[config.mk]
export PLATFORM = sky130hd
export DESIGN_NAME = srdp_top
export DESIGN_NICKNAME = d
export VERILOG_FILES = /design/src/srdp_pkg.sv /design/src/srdp_link_rx.sv /design/src/srdp_rx_ram.sv /design/src/srdp_top.sv
export VERILOG_INCLUDE_DIRS = /design/src
export SDC_FILE = /design/constraint.sdc
export NUM_CORES = 1
export LEC_CHECK = 0
export ABC_CLOCK_PERIOD_IN_PS = 4100
export BUFFER_PORTS_ARGS = -buffer_cell sky130_fd_sc_hd__clkbuf_2
export CORE_ASPECT_RATIO = 0.7
export CORE_MARGIN = 2
export CORE_UTILIZATION = 55
export CTS_CLUSTER_SIZE = 10
export DETAILED_ROUTE_END_ITERATION = 6
export PLACE_DENSITY = 0.76
export SYNTH_ARGS = -nofsm -noshare
export SYNTH_HDL_FRONTEND = slang
export SYNTH_HIERARCHICAL = 1
export SYNTH_SLANG_ARGS = --single-unit
[constraint.sdc]
create_clock -name clk -period 4.1 [get_ports clk]
set_input_delay 1.23 -clock clk [delete_from_list [all_inputs] [get_ports clk]]
set_output_delay 1.23 -clock clk [all_outputs]
set_load 0.05 [all_outputs]
[src/srdp_regs.svh]
`ifndef SRDP_REGS_SVH
`define SRDP_REGS_SVH

// register offsets (word addresses on the plain port)
`define SRDP_ADDR_CTRL        4'h0
`define SRDP_ADDR_STATUS      4'h1
`define SRDP_ADDR_DST_BASE    4'h2
`define SRDP_ADDR_FRAME_CNT   4'h3
`define SRDP_ADDR_BLOCK_CNT   4'h4

// control fields
`define SRDP_CTRL_ENABLE      0
`define SRDP_CTRL_PARITY      1
`define SRDP_CTRL_HOLD_EN     2
`define SRDP_CTRL_ODD_PARITY  3
`define SRDP_CTRL_RESET_VAL   4'h0

// status fields, write one to clear
`define SRDP_STAT_HALF        0
`define SRDP_STAT_BLOCK       1
`define SRDP_STAT_OVERFLOW    2
`define SRDP_STAT_PARITY_ERR  3

// transfer geometry
`define SRDP_RX_BUFFERS       8
`define SRDP_ELEMS_PER_FRAME  4
`define SRDP_FRAMES_PER_PKT   16
`define SRDP_HALF_FRAMES      8
`define SRDP_SRC_START        8'h02
`define SRDP_SRC_ELEM_STEP    8'h04
`define SRDP_SRC_FRAME_STEP   8'h00
`define SRDP_DST_ELEM_STEP    32'h0000_0000
`define SRDP_DST_FRAME_STEP   32'h0000_0010
`define SRDP_DST_PKT_OFFSET   32'h0000_0008
`define SRDP_NIBBLES_DATA     3'h4
`define SRDP_NIBBLES_PARITY   3'h5
`define SRDP_DST_BASE_RESET   32'h0000_0000

`endif

[src/srdp_pkg.sv]
package srdp_pkg;

  typedef struct packed {
    logic        sclk;
    logic        cs_n;
    logic [3:0]  parallel_out_lanes;
  } srdp_link_type;

  typedef struct packed {
    logic        valid;
    logic [31:0] addr;
    logic [63:0] data;
  } srdp_write_type;

  typedef struct packed {
    logic        enable;
    logic        parity;
    logic        hold_en;
    logic        odd_parity;
  } srdp_ctrl_type;

  typedef enum logic [1:0] {
    SRDP_IDLE = 2'b00,
    SRDP_READ = 2'b01,
    SRDP_PACK = 2'b11
  } srdp_dma_state_type;

endpackage

[src/srdp_link_rx.sv]
`include "srdp_regs.svh"

module srdp_link_rx (
  input  wire logic                  clk,
  input  wire logic                  sys_rst,
  input  wire srdp_pkg::srdp_link_type link_in,
  input  wire srdp_pkg::srdp_ctrl_type ctrl,
  output logic                       word_valid,
  output logic [15:0]                word_data,
  output logic                       parity_err,
  output logic                       cs_active
);

  // ****************************************
  // two-flop synchroniser
  // ****************************************
  srdp_pkg::srdp_link_type meta_r, sync_r, last_r;
  logic [2:0]  nib_r, nib_nxt;
  logic [15:0] shift_r, shift_nxt;
  logic        vld_r, vld_nxt;
  logic [15:0] data_r, data_nxt;
  logic        perr_r, perr_nxt;
  logic        rise;
  logic [2:0]  need;

  function automatic logic calc_parity(input logic [15:0] d, input logic odd);
    calc_parity = (^d) ^ odd;
  endfunction

  always_comb begin
    rise      = sync_r.sclk & ~last_r.sclk & ~sync_r.cs_n;
    // parity adds a clock
    need      = ctrl.parity ? `SRDP_NIBBLES_PARITY : `SRDP_NIBBLES_DATA;
    nib_nxt   = nib_r;
    shift_nxt = shift_r;
    vld_nxt   = 1'b0;
    data_nxt  = data_r;
    perr_nxt  = 1'b0;
    if (sync_r.cs_n) begin
      nib_nxt = 3'h0;
    end else if (rise) begin
      // four bits per clock
      if (nib_r < `SRDP_NIBBLES_DATA) begin
        shift_nxt = {shift_r[11:0], sync_r.parallel_out_lanes};
      end
      if (nib_r + 3'h1 == need) begin
        nib_nxt  = 3'h0;
        vld_nxt  = 1'b1;
        data_nxt = (nib_r < `SRDP_NIBBLES_DATA) ?
                   {shift_r[11:0], sync_r.parallel_out_lanes} : shift_r;
        perr_nxt = ctrl.parity &&
                   (calc_parity(shift_r, ctrl.odd_parity) != sync_r.parallel_out_lanes[3]);
      end else begin
        nib_nxt = nib_r + 3'h1;
      end
    end
  end

  always_ff @(posedge clk) begin
    if (sys_rst) begin
      meta_r  <= '{sclk: 1'b0, cs_n: 1'b1, parallel_out_lanes: 4'h0};
      sync_r  <= '{sclk: 1'b0, cs_n: 1'b1, parallel_out_lanes: 4'h0};
      last_r  <= '{sclk: 1'b0, cs_n: 1'b1, parallel_out_lanes: 4'h0};
      nib_r   <= 3'h0;
      shift_r <= 16'h0000;
      vld_r   <= 1'b0;
      data_r  <= 16'h0000;
      perr_r  <= 1'b0;
    end else begin
      meta_r  <= link_in;
      sync_r  <= meta_r;
      last_r  <= sync_r;
      nib_r   <= nib_nxt;
      shift_r <= shift_nxt;
      vld_r   <= vld_nxt;
      data_r  <= data_nxt;
      perr_r  <= perr_nxt;
    end
  end

  assign word_valid = vld_r;
  assign word_data  = data_r;
  assign parity_err = perr_r;
  assign cs_active  = ~sync_r.cs_n;

endmodule

[src/srdp_rx_ram.sv]
`include "srdp_regs.svh"

module srdp_rx_ram (
  input  wire logic        clk,
  input  wire logic        sys_rst,
  input  wire logic        wr_en,
  input  wire logic [15:0] wr_data,
  input  wire logic [7:0]  rd_addr,
  input  wire logic        rd_en,
  output logic [15:0]      rd_data,
  output logic             overflow,
  output logic             half_ready,
  output logic [2:0]       wr_index
);

  // ****************************************
  // eight 32-bit entries: status high, data low
  // ****************************************
  logic [31:0] mem_r   [`SRDP_RX_BUFFERS];
  logic [31:0] mem_nxt [`SRDP_RX_BUFFERS];
  logic [7:0]  fresh_r, fresh_nxt;
  logic [2:0]  wi_r, wi_nxt;
  logic [15:0] rd_r, rd_nxt;
  logic        ovf_r, ovf_nxt;
  logic        half_r, half_nxt;
  logic [2:0]  ri;

  always_comb begin
    ri        = rd_addr[4:2];
    mem_nxt   = mem_r;
    fresh_nxt = fresh_r;
    wi_nxt    = wi_r;
    rd_nxt    = rd_r;
    ovf_nxt   = 1'b0;
    half_nxt  = 1'b0;
    if (rd_en) begin
      // data half only
      rd_nxt = mem_r[ri][15:0];
      fresh_nxt[ri] = 1'b0;
    end
    if (wr_en) begin
      // unread entry overwritten
      ovf_nxt = fresh_r[wi_r] & ~(rd_en && ri == wi_r);
      mem_nxt[wi_r] = {15'h0000, fresh_r[wi_r], wr_data};
      fresh_nxt[wi_r] = 1'b1;
      wi_nxt = wi_r + 3'h1;
      // request per filled half
      half_nxt = (wi_r[1:0] == 2'h3);
    end
  end

  always_ff @(posedge clk) begin
    if (sys_rst) begin
      for (int i = 0; i < `SRDP_RX_BUFFERS; i++) begin
        mem_r[i] <= 32'h0000_0000;
      end
      fresh_r <= 8'h00;
      wi_r    <= 3'h0;
      rd_r    <= 16'h0000;
      ovf_r   <= 1'b0;
      half_r  <= 1'b0;
    end else begin
      mem_r   <= mem_nxt;
      fresh_r <= fresh_nxt;
      wi_r    <= wi_nxt;
      rd_r    <= rd_nxt;
      ovf_r   <= ovf_nxt;
      half_r  <= half_nxt;
    end
  end

  assign rd_data    = rd_r;
  assign overflow   = ovf_r;
  assign half_ready = half_r;
  assign wr_index   = wi_r;

endmodule

[src/srdp_top.sv]
`include "srdp_regs.svh"

// Behaviour
// each buffer read fetches only the sixteen-bit data half
// four received words pack into one 64-bit memory write
// a frame reads four elements, one per buffer of its half
// a packet runs sixteen frames, 128 bytes
// one request moves one whole frame
// source steps four bytes between elements
// source frame step is zero, same four buffers each frame
// destination element step is zero
// destination steps sixteen bytes per frame, packets interleave
// both address generators are indexed
// two packets alternate over buffer halves, 256 bytes total
// second packet flags half block done after eight frames
// second packet flags block done after sixteen frames
// a sixteen-bit frame arrives as four nibbles on four lanes
// hold-off raised while busy, dropped when ready
// parity adds a fifth clock carrying one bit
// master keeps chip select low through a block
// eight buffers must be drained before overflow
// request raised after each half of the buffer group fills
// read pointer starts at byte offset two
// earliest word sits in the lowest lane
// overwrite of an unread buffer flags overflow
module srdp_top (
  input  wire logic                    clk,
  input  wire logic                    sys_rst,
  input  wire srdp_pkg::srdp_link_type link_in,
  output logic                         slave_hold_off,
  input  wire logic [3:0]              reg_addr,
  input  wire logic [31:0]             reg_wdata,
  input  wire logic                    reg_wr,
  input  wire logic                    reg_rd,
  output logic [31:0]                  reg_rdata,
  output srdp_pkg::srdp_write_type     mem_wr,
  output logic                         half_block_done_irq,
  output logic                         block_done_irq
);

  // ****************************************
  // declarations
  // ****************************************
  srdp_pkg::srdp_ctrl_type     ctrl_r, ctrl_nxt;
  logic [31:0]                 dst_base_r, dst_base_nxt;
  logic [3:0]                  stat_r, stat_nxt;
  logic [31:0]                 rdata_r, rdata_nxt;
  logic [7:0]                  blk_cnt_r, blk_cnt_nxt;
  srdp_pkg::srdp_dma_state_type st_r, st_nxt;
  logic [1:0]                  req_r, req_nxt;
  logic                        pkt_r, pkt_nxt;
  logic [3:0]                  frame_r [2];
  logic [3:0]                  frame_nxt [2];
  logic [1:0]                  elem_r, elem_nxt;
  logic [7:0]                  src_r, src_nxt;
  logic [63:0]                 pack_r, pack_nxt;
  logic                        rd_pend_r, rd_pend_nxt;
  srdp_pkg::srdp_write_type    wr_r, wr_nxt;
  logic                        hold_r, hold_nxt;
  logic                        hbc_r, hbc_nxt;
  logic                        btc_r, btc_nxt;
  logic                        word_valid;
  logic [15:0]                 word_data;
  logic                        parity_err;
  logic                        cs_active;
  logic [15:0]                 ram_rdata;
  logic                        ram_ovf;
  logic                        half_ready;
  logic [2:0]                  wr_index;
  logic                        rd_en;

  function automatic logic [31:0] dst_addr(input logic [31:0] base, input logic pkt, input logic [3:0] frm);
    // interleaved 16-byte stride
    dst_addr = base + (pkt ? `SRDP_DST_PKT_OFFSET : 32'h0000_0000)
             + `SRDP_DST_ELEM_STEP + ({28'h000_0000, frm} * `SRDP_DST_FRAME_STEP);
  endfunction

  function automatic logic [7:0] src_first(input logic pkt);
    // data half at offset two, second half at entry four
    src_first = `SRDP_SRC_START + (pkt ? 8'h10 : 8'h00);
  endfunction

  // ****************************************
  // link receiver and buffer RAM
  // ****************************************
  srdp_link_rx u_link (
    .clk        (clk),
    .sys_rst    (sys_rst),
    .link_in    (link_in),
    .ctrl       (ctrl_r),
    .word_valid (word_valid),
    .word_data  (word_data),
    .parity_err (parity_err),
    .cs_active  (cs_active)
  );

  srdp_rx_ram u_ram (
    .clk        (clk),
    .sys_rst    (sys_rst),
    .wr_en      (word_valid),
    .wr_data    (word_data),
    .rd_addr    (src_r),
    .rd_en      (rd_en),
    .rd_data    (ram_rdata),
    .overflow   (ram_ovf),
    .half_ready (half_ready),
    .wr_index   (wr_index)
  );

  // ****************************************
  // register port
  // ****************************************
  always_comb begin
    ctrl_nxt     = ctrl_r;
    dst_base_nxt = dst_base_r;
    stat_nxt     = stat_r;
    if (reg_wr) begin
      case (reg_addr)
        `SRDP_ADDR_CTRL: begin
          ctrl_nxt = '{enable:     reg_wdata[`SRDP_CTRL_ENABLE],
                       parity:     reg_wdata[`SRDP_CTRL_PARITY],
                       hold_en:    reg_wdata[`SRDP_CTRL_HOLD_EN],
                       odd_parity: reg_wdata[`SRDP_CTRL_ODD_PARITY]};
        end
        `SRDP_ADDR_STATUS: stat_nxt = stat_r & ~reg_wdata[3:0];
        `SRDP_ADDR_DST_BASE: dst_base_nxt = {reg_wdata[31:3], 3'h0};
        default: begin
        end
      endcase
    end
    // set wins over clear
    if (hbc_nxt) begin
      stat_nxt[`SRDP_STAT_HALF] = 1'b1;
    end
    if (btc_nxt) begin
      stat_nxt[`SRDP_STAT_BLOCK] = 1'b1;
    end
    if (ram_ovf) begin
      stat_nxt[`SRDP_STAT_OVERFLOW] = 1'b1;
    end
    if (parity_err) begin
      stat_nxt[`SRDP_STAT_PARITY_ERR] = 1'b1;
    end
  end

  always_ff @(posedge clk) begin
    if (sys_rst) begin
      ctrl_r     <= '{enable: 1'b0, parity: 1'b0, hold_en: 1'b0, odd_parity: 1'b0};
      dst_base_r <= `SRDP_DST_BASE_RESET;
      stat_r     <= 4'h0;
    end else begin
      ctrl_r     <= ctrl_nxt;
      dst_base_r <= dst_base_nxt;
      stat_r     <= stat_nxt;
    end
  end

  // ****************************************
  // read data
  // ****************************************
  always_comb begin
    rdata_nxt = 32'h0000_0000;
    if (reg_rd) begin
      case (reg_addr)
        `SRDP_ADDR_CTRL: rdata_nxt = {28'h000_0000, ctrl_r.odd_parity, ctrl_r.hold_en,
                                      ctrl_r.parity, ctrl_r.enable};
        `SRDP_ADDR_STATUS: rdata_nxt = {28'h000_0000, stat_r};
        `SRDP_ADDR_DST_BASE: rdata_nxt = dst_base_r;
        `SRDP_ADDR_FRAME_CNT: rdata_nxt = {20'h0_0000, wr_index, pkt_r, frame_r[1], frame_r[0]};
        `SRDP_ADDR_BLOCK_CNT: rdata_nxt = {24'h00_0000, blk_cnt_r};
        default: rdata_nxt = 32'h0000_0000;
      endcase
    end
  end

  always_ff @(posedge clk) begin
    if (sys_rst) begin
      rdata_r <= 32'h0000_0000;
    end else begin
      rdata_r <= rdata_nxt;
    end
  end

  // ****************************************
  // frame-transfer DMA
  // ****************************************
  always_comb begin
    st_nxt      = st_r;
    req_nxt     = req_r;
    pkt_nxt     = pkt_r;
    frame_nxt   = frame_r;
    elem_nxt    = elem_r;
    src_nxt     = src_r;
    pack_nxt    = pack_r;
    rd_pend_nxt = 1'b0;
    wr_nxt      = '{valid: 1'b0, addr: wr_r.addr, data: wr_r.data};
    hbc_nxt     = 1'b0;
    btc_nxt     = 1'b0;
    blk_cnt_nxt = blk_cnt_r;
    rd_en       = 1'b0;
    // half-filled request, one per half
    if (half_ready && ctrl_r.enable) begin
      req_nxt[wr_index[2] ? 1'b0 : 1'b1] = 1'b1;
    end
    if (rd_pend_r) begin
      // earliest word lowest
      pack_nxt = {ram_rdata, pack_r[63:16]};
    end
    case (st_r)
      srdp_pkg::SRDP_IDLE: begin
        // alternate packets
        if (req_r[pkt_r]) begin
          req_nxt[pkt_r] = 1'b0;
          // indexed, frame step zero
          src_nxt  = src_first(pkt_r) + `SRDP_SRC_FRAME_STEP;
          elem_nxt = 2'h0;
          st_nxt   = srdp_pkg::SRDP_READ;
        end
      end
      srdp_pkg::SRDP_READ: begin
        // four reads per request
        rd_en       = 1'b1;
        rd_pend_nxt = 1'b1;
        // four-byte element step
        src_nxt  = src_r + `SRDP_SRC_ELEM_STEP;
        elem_nxt = elem_r + 2'h1;
        if (elem_r == 2'(`SRDP_ELEMS_PER_FRAME - 1)) begin
          st_nxt = srdp_pkg::SRDP_PACK;
        end
      end
      srdp_pkg::SRDP_PACK: begin
        if (!rd_pend_r) begin
          // single 64-bit write
          wr_nxt = '{valid: 1'b1, addr: dst_addr(dst_base_r, pkt_r, frame_r[pkt_r]), data: pack_r};
          // sixteen frames per packet
          frame_nxt[pkt_r] = frame_r[pkt_r] + 4'h1;
          if (pkt_r) begin
            // after eight frames
            if (frame_r[1] == 4'(`SRDP_HALF_FRAMES - 1)) begin
              hbc_nxt = 1'b1;
            end
            // after sixteen frames
            if (frame_r[1] == 4'(`SRDP_FRAMES_PER_PKT - 1)) begin
              btc_nxt = 1'b1;
            end
          end
          if (hbc_nxt | btc_nxt) begin
            blk_cnt_nxt = blk_cnt_r + 8'h01;
          end
          pkt_nxt = ~pkt_r;
          st_nxt  = srdp_pkg::SRDP_IDLE;
        end
      end
      default: st_nxt = srdp_pkg::SRDP_IDLE;
    endcase
    // hold off while a half awaits draining
    hold_nxt = ctrl_r.hold_en && cs_active && (req_nxt != 2'b00 || st_nxt != srdp_pkg::SRDP_IDLE);
  end

  always_ff @(posedge clk) begin
    if (sys_rst) begin
      blk_cnt_r  <= 8'h00;
      st_r       <= srdp_pkg::SRDP_IDLE;
      req_r      <= 2'b00;
      pkt_r      <= 1'b0;
      frame_r[0] <= 4'h0;
      frame_r[1] <= 4'h0;
      elem_r     <= 2'h0;
      src_r      <= `SRDP_SRC_START;
      pack_r     <= 64'h0000_0000_0000_0000;
      rd_pend_r  <= 1'b0;
      wr_r       <= '{valid: 1'b0, addr: 32'h0000_0000, data: 64'h0000_0000_0000_0000};
      hold_r     <= 1'b0;
      hbc_r      <= 1'b0;
      btc_r      <= 1'b0;
    end else begin
      blk_cnt_r  <= blk_cnt_nxt;
      st_r       <= st_nxt;
      req_r      <= req_nxt;
      pkt_r      <= pkt_nxt;
      frame_r    <= frame_nxt;
      elem_r     <= elem_nxt;
      src_r      <= src_nxt;
      pack_r     <= pack_nxt;
      rd_pend_r  <= rd_pend_nxt;
      wr_r       <= wr_nxt;
      hold_r     <= hold_nxt;
      hbc_r      <= hbc_nxt;
      btc_r      <= btc_nxt;
    end
  end

  // ****************************************
  // outputs
  // ****************************************
  assign reg_rdata           = rdata_r;
  assign mem_wr              = wr_r;
  assign slave_hold_off      = hold_r;
  assign half_block_done_irq = hbc_r;
  assign block_done_irq      = btc_r;

endmodule

==> summary.md, run 1 <==
| Metric | Value |
|---|---|
| Number of DRC markers in iteration 0 | `1,466` |
| IR Drop Worst-Case VDD | `0.275 mV` |
| # IOs | `roughly 180` |
| Post-layout total power | `8680 µW` |
| Max-cap violations | `0` |
| Layout area overhead | `11.7%` |
| Arrival time at the worst endpoint | `around 3.6 ns` |
| CTS resizes | `0` |
| Area of placed instances | `between 0.015 and 0.02 mm²` |
| Clock net sink count | `approximately 460` |
| Minimum period implied by the final worst setup slack | `3.12 ns` |
| Largest driver fanout on the critical path | `13` |
| PnR worst setup slack | `0.976 ns` |
| Endpoint with the worst hold slack | `u_link/sync_r[4]` |
| DP HPWL | `30.7 mm` |
| Buffer cell driving the clock tree root | `sky130_fd_sc_hd__clkbuf_16` |
| Later-pin clock latency in the skew report | `0.59 ns` |
| Worst hold path stage count | `1` |
| Final routed wire length divided by cell count | `18.1 µm` |
| DIE HEIGHT | `159 µm` |
| First-pass GRT wire length | `between 70 and 80 mm` |
| Synth Cell Area | `between 0.015 and 0.02 mm²` |
| Critical Path End Type | `register` |
| Length in cells of the worst reg-to-reg path | `7` |
| Startpoint of the tightest hold check path | `u_link/meta_r[4]` |
| Via density per instance | `5.73` |
| Length of the first detailed-routing pass in iterations | `7` |
| Number of buffers created by CTS | `52` |
| Number of buffers inserted by port buffering | `around 170` |
| Final Cycle Share | `76.2%` |
| Core footprint | `0.0336 mm²` |
| X dimension of the die | `225 µm` |
| Highest Clock Rate | `roughly 320 MHz` |
| H-tree levels | `2` |
| Flop2flop setup slack | `0.98 ns` |
| GRT Resource Usage Total | `between 20% and 30%` |
| Final Hold Vio Count | `0` |
| RSZ-0062 raised after global routing | `false` |
| Gate count after technology mapping | `2,158` |
| CTS hold repair buffers | `0` |
| Reg2Reg Capture Point | `mem_wr[76]` |
| Number of failing setup endpoints in the final timing report | `0` |
| Power density normalized to cell area | `between 400 and 500 mW/mm²` |
| Layout Skew | `slightly below 0.03 ns` |
| Setup repair bufs after CTS | `0` |
| Required time reported for the critical path endpoint | `4.59 ns` |
| Total detailed-routing wirelength | `48.4 mm` |
| Worst-case clock buffer depth | `3` |
| Total of fill cells in the finished design | `around 2,800` |
| Slew Limit Headroom | `around an eighth` |
| Crit path kind | `register to register` |
| Number of nets with antenna violations after detailed routing | `0` |
| Share of layout cells above drive strength 1 | `between 10% and 20%` |
| Post-Syn Area per Cell | `8.73 µm²` |
| Source of the worst register-to-register timing path | `pkt_r` |
| Type of the worst min-delay path | `register to register` |
| Reg clk slew, reported paths | `around 0.060 ns` |
| Die Footprint | `0.0358 mm²` |
| Cell area after layout | `0.0210 mm²` |
| Transition time of the tightest slew-check pin | `around 1.3 ns` |
| Total global routing overflow | `0` |
| Total vias in the final route | `15,317` |
| Setup TNS after final layout | `0 ns` |
| Outcome | `finished with violations` |
| Number of placement rows | `56` |
| Max Transition Viols Final | `0` |
| Pre-CTS setup slack | `0.939 ns` |
| Number of global-route vias before repair | `14,302` |
| Antenna violations before repair | `1` |
| Leakage power | `0.00706 µW` |
| Number of remaining DRC errors | `2` |
| Maximum number of pins on one net before global-route repair | `152` |
| Failing checks | `DRC` |
| Yosys warning total | `6` |
| Starting Density | `between 50 and 60%` |
| Last weighted congestion value of the routability-driven placer | `0.826` |
| Critical path launch point type | `register` |
| Layout net count | `2,288` |
| Clock tree from TritonCTS | `done` |
## cells in the final DEF (no fill, tap or decap), types with 5 or more instances in the layout
master	instances
sky130_fd_sc_hd__nor3b_1	5
sky130_fd_sc_hd__a211oi_1	39
sky130_fd_sc_hd__nor3_1	9
sky130_fd_sc_hd__and4_1	7
sky130_fd_sc_hd__mux2i_1	155
sky130_fd_sc_hd__a22o_1	6
sky130_fd_sc_hd__xor2_1	14
sky130_fd_sc_hd__nand2b_1	5
sky130_fd_sc_hd__dfxtp_1	462
sky130_fd_sc_hd__clkbuf_2	173
sky130_fd_sc_hd__nor2b_1	15
sky130_fd_sc_hd__and2_1	22
sky130_fd_sc_hd__buf_4	21
sky130_fd_sc_hd__o21ai_1	22
sky130_fd_sc_hd__o31a_1	16
sky130_fd_sc_hd__nand2_1	516
sky130_fd_sc_hd__xnor2_1	41
sky130_fd_sc_hd__o21ai_0	9
sky130_fd_sc_hd__clkbuf_16	52
sky130_fd_sc_hd__a22oi_1	11
sky130_fd_sc_hd__nor2_1	209
sky130_fd_sc_hd__nand4_1	7
sky130_fd_sc_hd__mux2_2	8
sky130_fd_sc_hd__a21oi_1	267
sky130_fd_sc_hd__ha_1	11
sky130_fd_sc_hd__nand3_1	12
sky130_fd_sc_hd__o22ai_1	18
sky130_fd_sc_hd__or3_1	6
## registers in the layout, summed over array words and instances (netlist names), 16 cells and up
name / cells
u_ram/mem_r: 128
mem_wr: 94
pack_r: 64
reg_rdata: 32
dst_base_r: 29
u_link/shift_r: 16
u_link/word_data: 16
u_ram/rd_data: 16
## per-layer routing
layer  up-vias  global-route usage (%)  wire length [µm]
li1       7363                       -                 -
met3        78                    4.76              3840
met2       584                    39.4             21500
met1      7292                    38.6             22300
met4         0                    6.95               813
met5         -                       0                 0
## final cells by class
type / count / area [µm²] / area share, %
sequential: 464 / 9300 / 44.2
multi-input combinational: 1509 / 8680 / 41.3
clock buffer: 58 / 1340 / 6.39
timing repair buffer: 198 / 1100 / 5.22
tap: 435 / 544 / 2.59
clock inverter: 3 / 48.8 / 0.232
inverter: 5 / 18.8 / 0.0892
antenna: 1 / 2.50 / 0.0119
## critical path, cell delays in order, from the launching register on
cell and delay (ns):
sky130_fd_sc_hd__dfxtp_1 0.50, sky130_fd_sc_hd__mux2_2 0.40, sky130_fd_sc_hd__ha_1 0.37, sky130_fd_sc_hd__a21o_1 0.24, sky130_fd_sc_hd__a31oi_2 0.88, sky130_fd_sc_hd__a21oi_1 0.18
sky130_fd_sc_hd__xnor2_1 0.18, sky130_fd_sc_hd__a211oi_1 0.26
## per-stage QoR
step	utilization, %	hold WS [ns]	instances
after CTS	62.5	0.417	2672
after global routing	62.5	0.425	2672
final	62.5	0.419	2673
after floorplan	-	0.389	2160
after detailed placement	58.4	0.400	2611
after global placement	58.4	0.393	2611
## power by group
| group | total [µW] | internal, µW | switching [µW] |
|---|---|---|---|
| combinational | 146 | 40.0 | 106 |
| sequential | 4530 | 4520 | 9.73 |
| clock | 4010 | 2280 | 1720 |
| total | 8680 | 6840 | 1840 |
## worst max-delay path by stage
stage	from	endpoint
after detailed placement	reg_addr[0]	reg_rdata[17]
after global routing	pkt_r	mem_wr[76]
after floorplan	reg_addr[0]	dst_base_r[21]
after global placement	reg_addr[0]	reg_rdata[28]
final	pkt_r	mem_wr[76]
after CTS	pkt_r	mem_wr[80]
Power figures use the tool's default switching activity.
==> run 2, diff against run 1 <==
--- a/config.mk
+++ b/config.mk
@@ -6,11 +6,11 @@
 export SDC_FILE = /design/constraint.sdc
 export NUM_CORES = 1
 export LEC_CHECK = 0
-export ABC_CLOCK_PERIOD_IN_PS = 4100
+export ABC_CLOCK_PERIOD_IN_PS = 2630
 export BUFFER_PORTS_ARGS = -buffer_cell sky130_fd_sc_hd__clkbuf_2
 export CORE_ASPECT_RATIO = 0.7
 export CORE_MARGIN = 2
-export CORE_UTILIZATION = 55
+export CORE_UTILIZATION = 53
 export CTS_CLUSTER_SIZE = 10
 export DETAILED_ROUTE_END_ITERATION = 6
 export PLACE_DENSITY = 0.76
==> constraint.sdc (replaced) <==
create_clock -name clk -period 2.63 [get_ports clk]
set_input_delay 0.789 -clock clk [delete_from_list [all_inputs] [get_ports clk]]
set_output_delay 0.789 -clock clk [all_outputs]
set_load 0.05 [all_outputs]
==> summary.md, run 2 (synthesis results as in run 1) <==
| Metric | Value |
|---|---|
| Number of standard cells in the final layout excluding fillers | `2,740 (+2.5%)` |
| Number of DRC markers in iteration 0 | `1,364 (-7.0%)` |
| Antenna violations before repair | `1 (unchanged)` |
| Crit path max-delay family | `compound AO/OA/AOI/OAI gates` |
| Worst-case clock buffer depth | `3 (unchanged)` |
| Max Transition Viols Final | `0 (unchanged)` |
| DP HPWL | `32.1 mm (+4.5%)` |
| Pre-CTS setup slack | `0.0501 ns (-0.889 ns)` |
| IR Drop Worst-Case VDD | `0.550 mV (+100%)` |
| Setup repair bufs after CTS | `0 (unchanged)` |
| Slowest cell delay on critical path | `0.45 ns (-0.43 ns)` |
| Critical Path End Type | `register` |
| Clock net sink count | `464 (unchanged)` |
| Max-cap violations | `0 (unchanged)` |
| Final routed wire length divided by cell count | `17.4 µm (-4.0%)` |
| Largest driver fanout on the critical path | `13 (unchanged)` |
| # IOs | `178 (unchanged)` |
| Power density normalized to cell area | `630 mW/mm² (+53%)` |
| Arrival time at the worst endpoint | `2.93 ns (-0.68 ns)` |
| Total global routing overflow | `0 (unchanged)` |
| Final Cycle Share | `93.4% (+17 points)` |
| Crit path kind | `register to register` |
| Number of global-route vias before repair | `14,567 (+1.9%)` |
| Clock tree from TritonCTS | `done` |
| Number of remaining DRC errors | `0 (-2)` |
| Reg clk slew, reported paths | `0.05 ns (about the same)` |
| Type of the worst min-delay path | `primary input to register` |
| Length of the first detailed-routing pass in iterations | `7 (unchanged)` |
| Number of buffers inserted by port buffering | `174 (unchanged)` |
| Slowest cell on crit path | `sky130_fd_sc_hd__fa_1` |
| Number of nets with antenna violations after detailed routing | `0 (unchanged)` |
| Last weighted congestion value of the routability-driven placer | `0.876 (+6.1%)` |
| Maximum number of pins on one net before global-route repair | `85 (-44%)` |
| Length in cells of the worst reg-to-reg path | `8 (+1)` |
| Endpoint with the worst hold slack | `u_link/meta_r[4]` |
| Reg2Reg Capture Point | `mem_wr[95]` |
| Required time reported for the critical path endpoint | `3.10 ns (-1.49 ns)` |
| Number of placement rows | `57 (+1.8%)` |
| Total detailed-routing wirelength | `47.6 mm (-1.6%)` |
| Minimum period implied by the final worst setup slack | `2.46 ns (-0.666 ns)` |
| Share of the core filled with cells in the final layout | `61.1% (-1.4 points)` |
| DIE HEIGHT | `162 µm (+1.8%)` |
| H-tree levels | `2 (unchanged)` |
| Total vias in the final route | `15,439 (+0.80%)` |
| Worst hold path stage count | `2 (+1)` |
| Layout area overhead | `13.2%` |
| RSZ-0062 raised after global routing | `false` |
| Number of buffer and inverter instances along the worst setup path | `1 (+1)` |
| Number of buffers created by CTS | `52 (unchanged)` |
| Leakage power | `0.00724 µW (+2.6%)` |
| Flop2flop setup slack | `0.17 ns (-0.80 ns)` |
| First-pass GRT wire length | `76.5 mm (+0.69%)` |
| PnR worst setup slack | `0.173 ns (-0.804 ns)` |
| Number of failing setup endpoints in the final timing report | `0 (unchanged)` |
| Most frequent standard cell in the layout excluding fill and tap cells | `sky130_fd_sc_hd__nand2_1` |
| Highest Clock Rate | `407 MHz (+27%)` |
| Post-layout total power | `13,400 µW (+55%)` |
| Layout net count | `2,322 (+1.5%)` |
| Transition time of the tightest slew-check pin | `1.10 ns (-0.219 ns)` |
| Buffer cell driving the clock tree root | `sky130_fd_sc_hd__clkbuf_16` |
| Later-pin clock latency in the skew report | `0.58 ns (about the same)` |
| Via density per instance | `5.63 (-1.7%)` |
| Slew Limit Headroom | `26.9% (+15 points)` |
| Share of layout cells above drive strength 1 | `14.8% (+1.4 points)` |
| Source of the worst register-to-register timing path | `pkt_r` |
| Setup TNS after final layout | `0 ns (unchanged)` |
| Starting Density | `54.0% (-2.0 points)` |
| Critical path launch point type | `register` |
| Die Footprint | `0.0371 mm² (+3.7%)` |
| Startpoint of the tightest hold check path | `link_in[4]` |
| Layout Skew | `0.0198 ns (-0.00936 ns)` |
| X dimension of the die | `229 µm (+1.8%)` |
| Number of antenna diodes | `0 (-1)` |
| Dpl cells | `2,682 (+2.7%)` |
| GRT Resource Usage Total | `25.3% (-0.97 points)` |
| Register name with the most flops | `u_ram/mem_r` |
| Outcome | `finished clean` |
| Final Hold Vio Count | `0 (unchanged)` |
| Number of flip-flops in the largest register | `128 (unchanged)` |
| Core footprint | `0.0349 mm² (+3.7%)` |
| Top library cells by usage in the layout, fill and taps aside | `sky130_fd_sc_hd__nand2_1, sky130_fd_sc_hd__dfxtp_1, sky130_fd_sc_hd__a21oi_1, sky130_fd_sc_hd__nor2_1, sky130_fd_sc_hd__clkbuf_2` |
| Cell Chain, Critical Path | `mux2_2 > fa_1 > a21oi_1 > a2bb2oi_1 > buf_4 > nor4b_2 > xnor2_1 > a211oi_1` |
-- run 2: timing repair --
| action | CTS | global route |
|---|---|---|
| resized for setup | 0 | 2 |
| hold buffers | 0 | 0 |
| endpoints found under the setup margin | 0 | 6 |
-- run 2: worst max-delay path by stage --
stage,endpoint,from,cells after the start
floorplan,mem_wr[79],pkt_r,9
global placement,mem_wr[91],pkt_r,8
detailed placement,mem_wr[91],pkt_r,8
CTS,mem_wr[91],pkt_r,8
global route,mem_wr[79],pkt_r,8
finish,mem_wr[95],pkt_r,8
-- run 2: worst register-to-register path: stages, from the launching register on --
cell,delay (ns)
sky130_fd_sc_hd__dfxtp_2,0.40
sky130_fd_sc_hd__mux2_2,0.41
sky130_fd_sc_hd__fa_1,0.45
sky130_fd_sc_hd__a21oi_1,0.20
sky130_fd_sc_hd__a2bb2oi_1,0.18
sky130_fd_sc_hd__buf_4,0.25
sky130_fd_sc_hd__nor4b_2,0.09
sky130_fd_sc_hd__xnor2_1,0.13
sky130_fd_sc_hd__a211oi_1,0.25
-- run 2: through the flow --
step | hold slack (ns) | instance area [µm²]
2_1_floorplan | 0.389 | 18800
3_5_place_dp | 0.396 | 20000
3_3_place_gp | 0.395 | 20000
5_1_grt | 0.388 | 21300
6_report | 0.406 | 21300
4_1_cts | 0.379 | 21300
-- run 2: area by class of cell --
class	instances	area [µm²]
Tap cell	472	591
Inverter	5	18.8
Multi-Input combinational cell	1509	8660
Clock inverter	4	53.8
Sequential cell	464	9300
Timing Repair Buffer	232	1390
Clock buffer	54	1310
Fill cell	2982	13600
-- run 2: metal layers --
metal	GRT usage (%)	up-vias	part of all wire, %
li1	-	7449	-
met1	36.6	7284	46
met2	37.7	605	43
met3	5.07	99	8.5
met4	8.47	2	2.6
met5	0	-	0.027
-- run 2: power breakdown --
part	total (µW)	internal, µW	leakage, µW	switching [µW]
clock	6130	3500	0.000668	2630
combinational	243	71.5	0.00283	171
sequential	7060	7050	0.00374	14.3
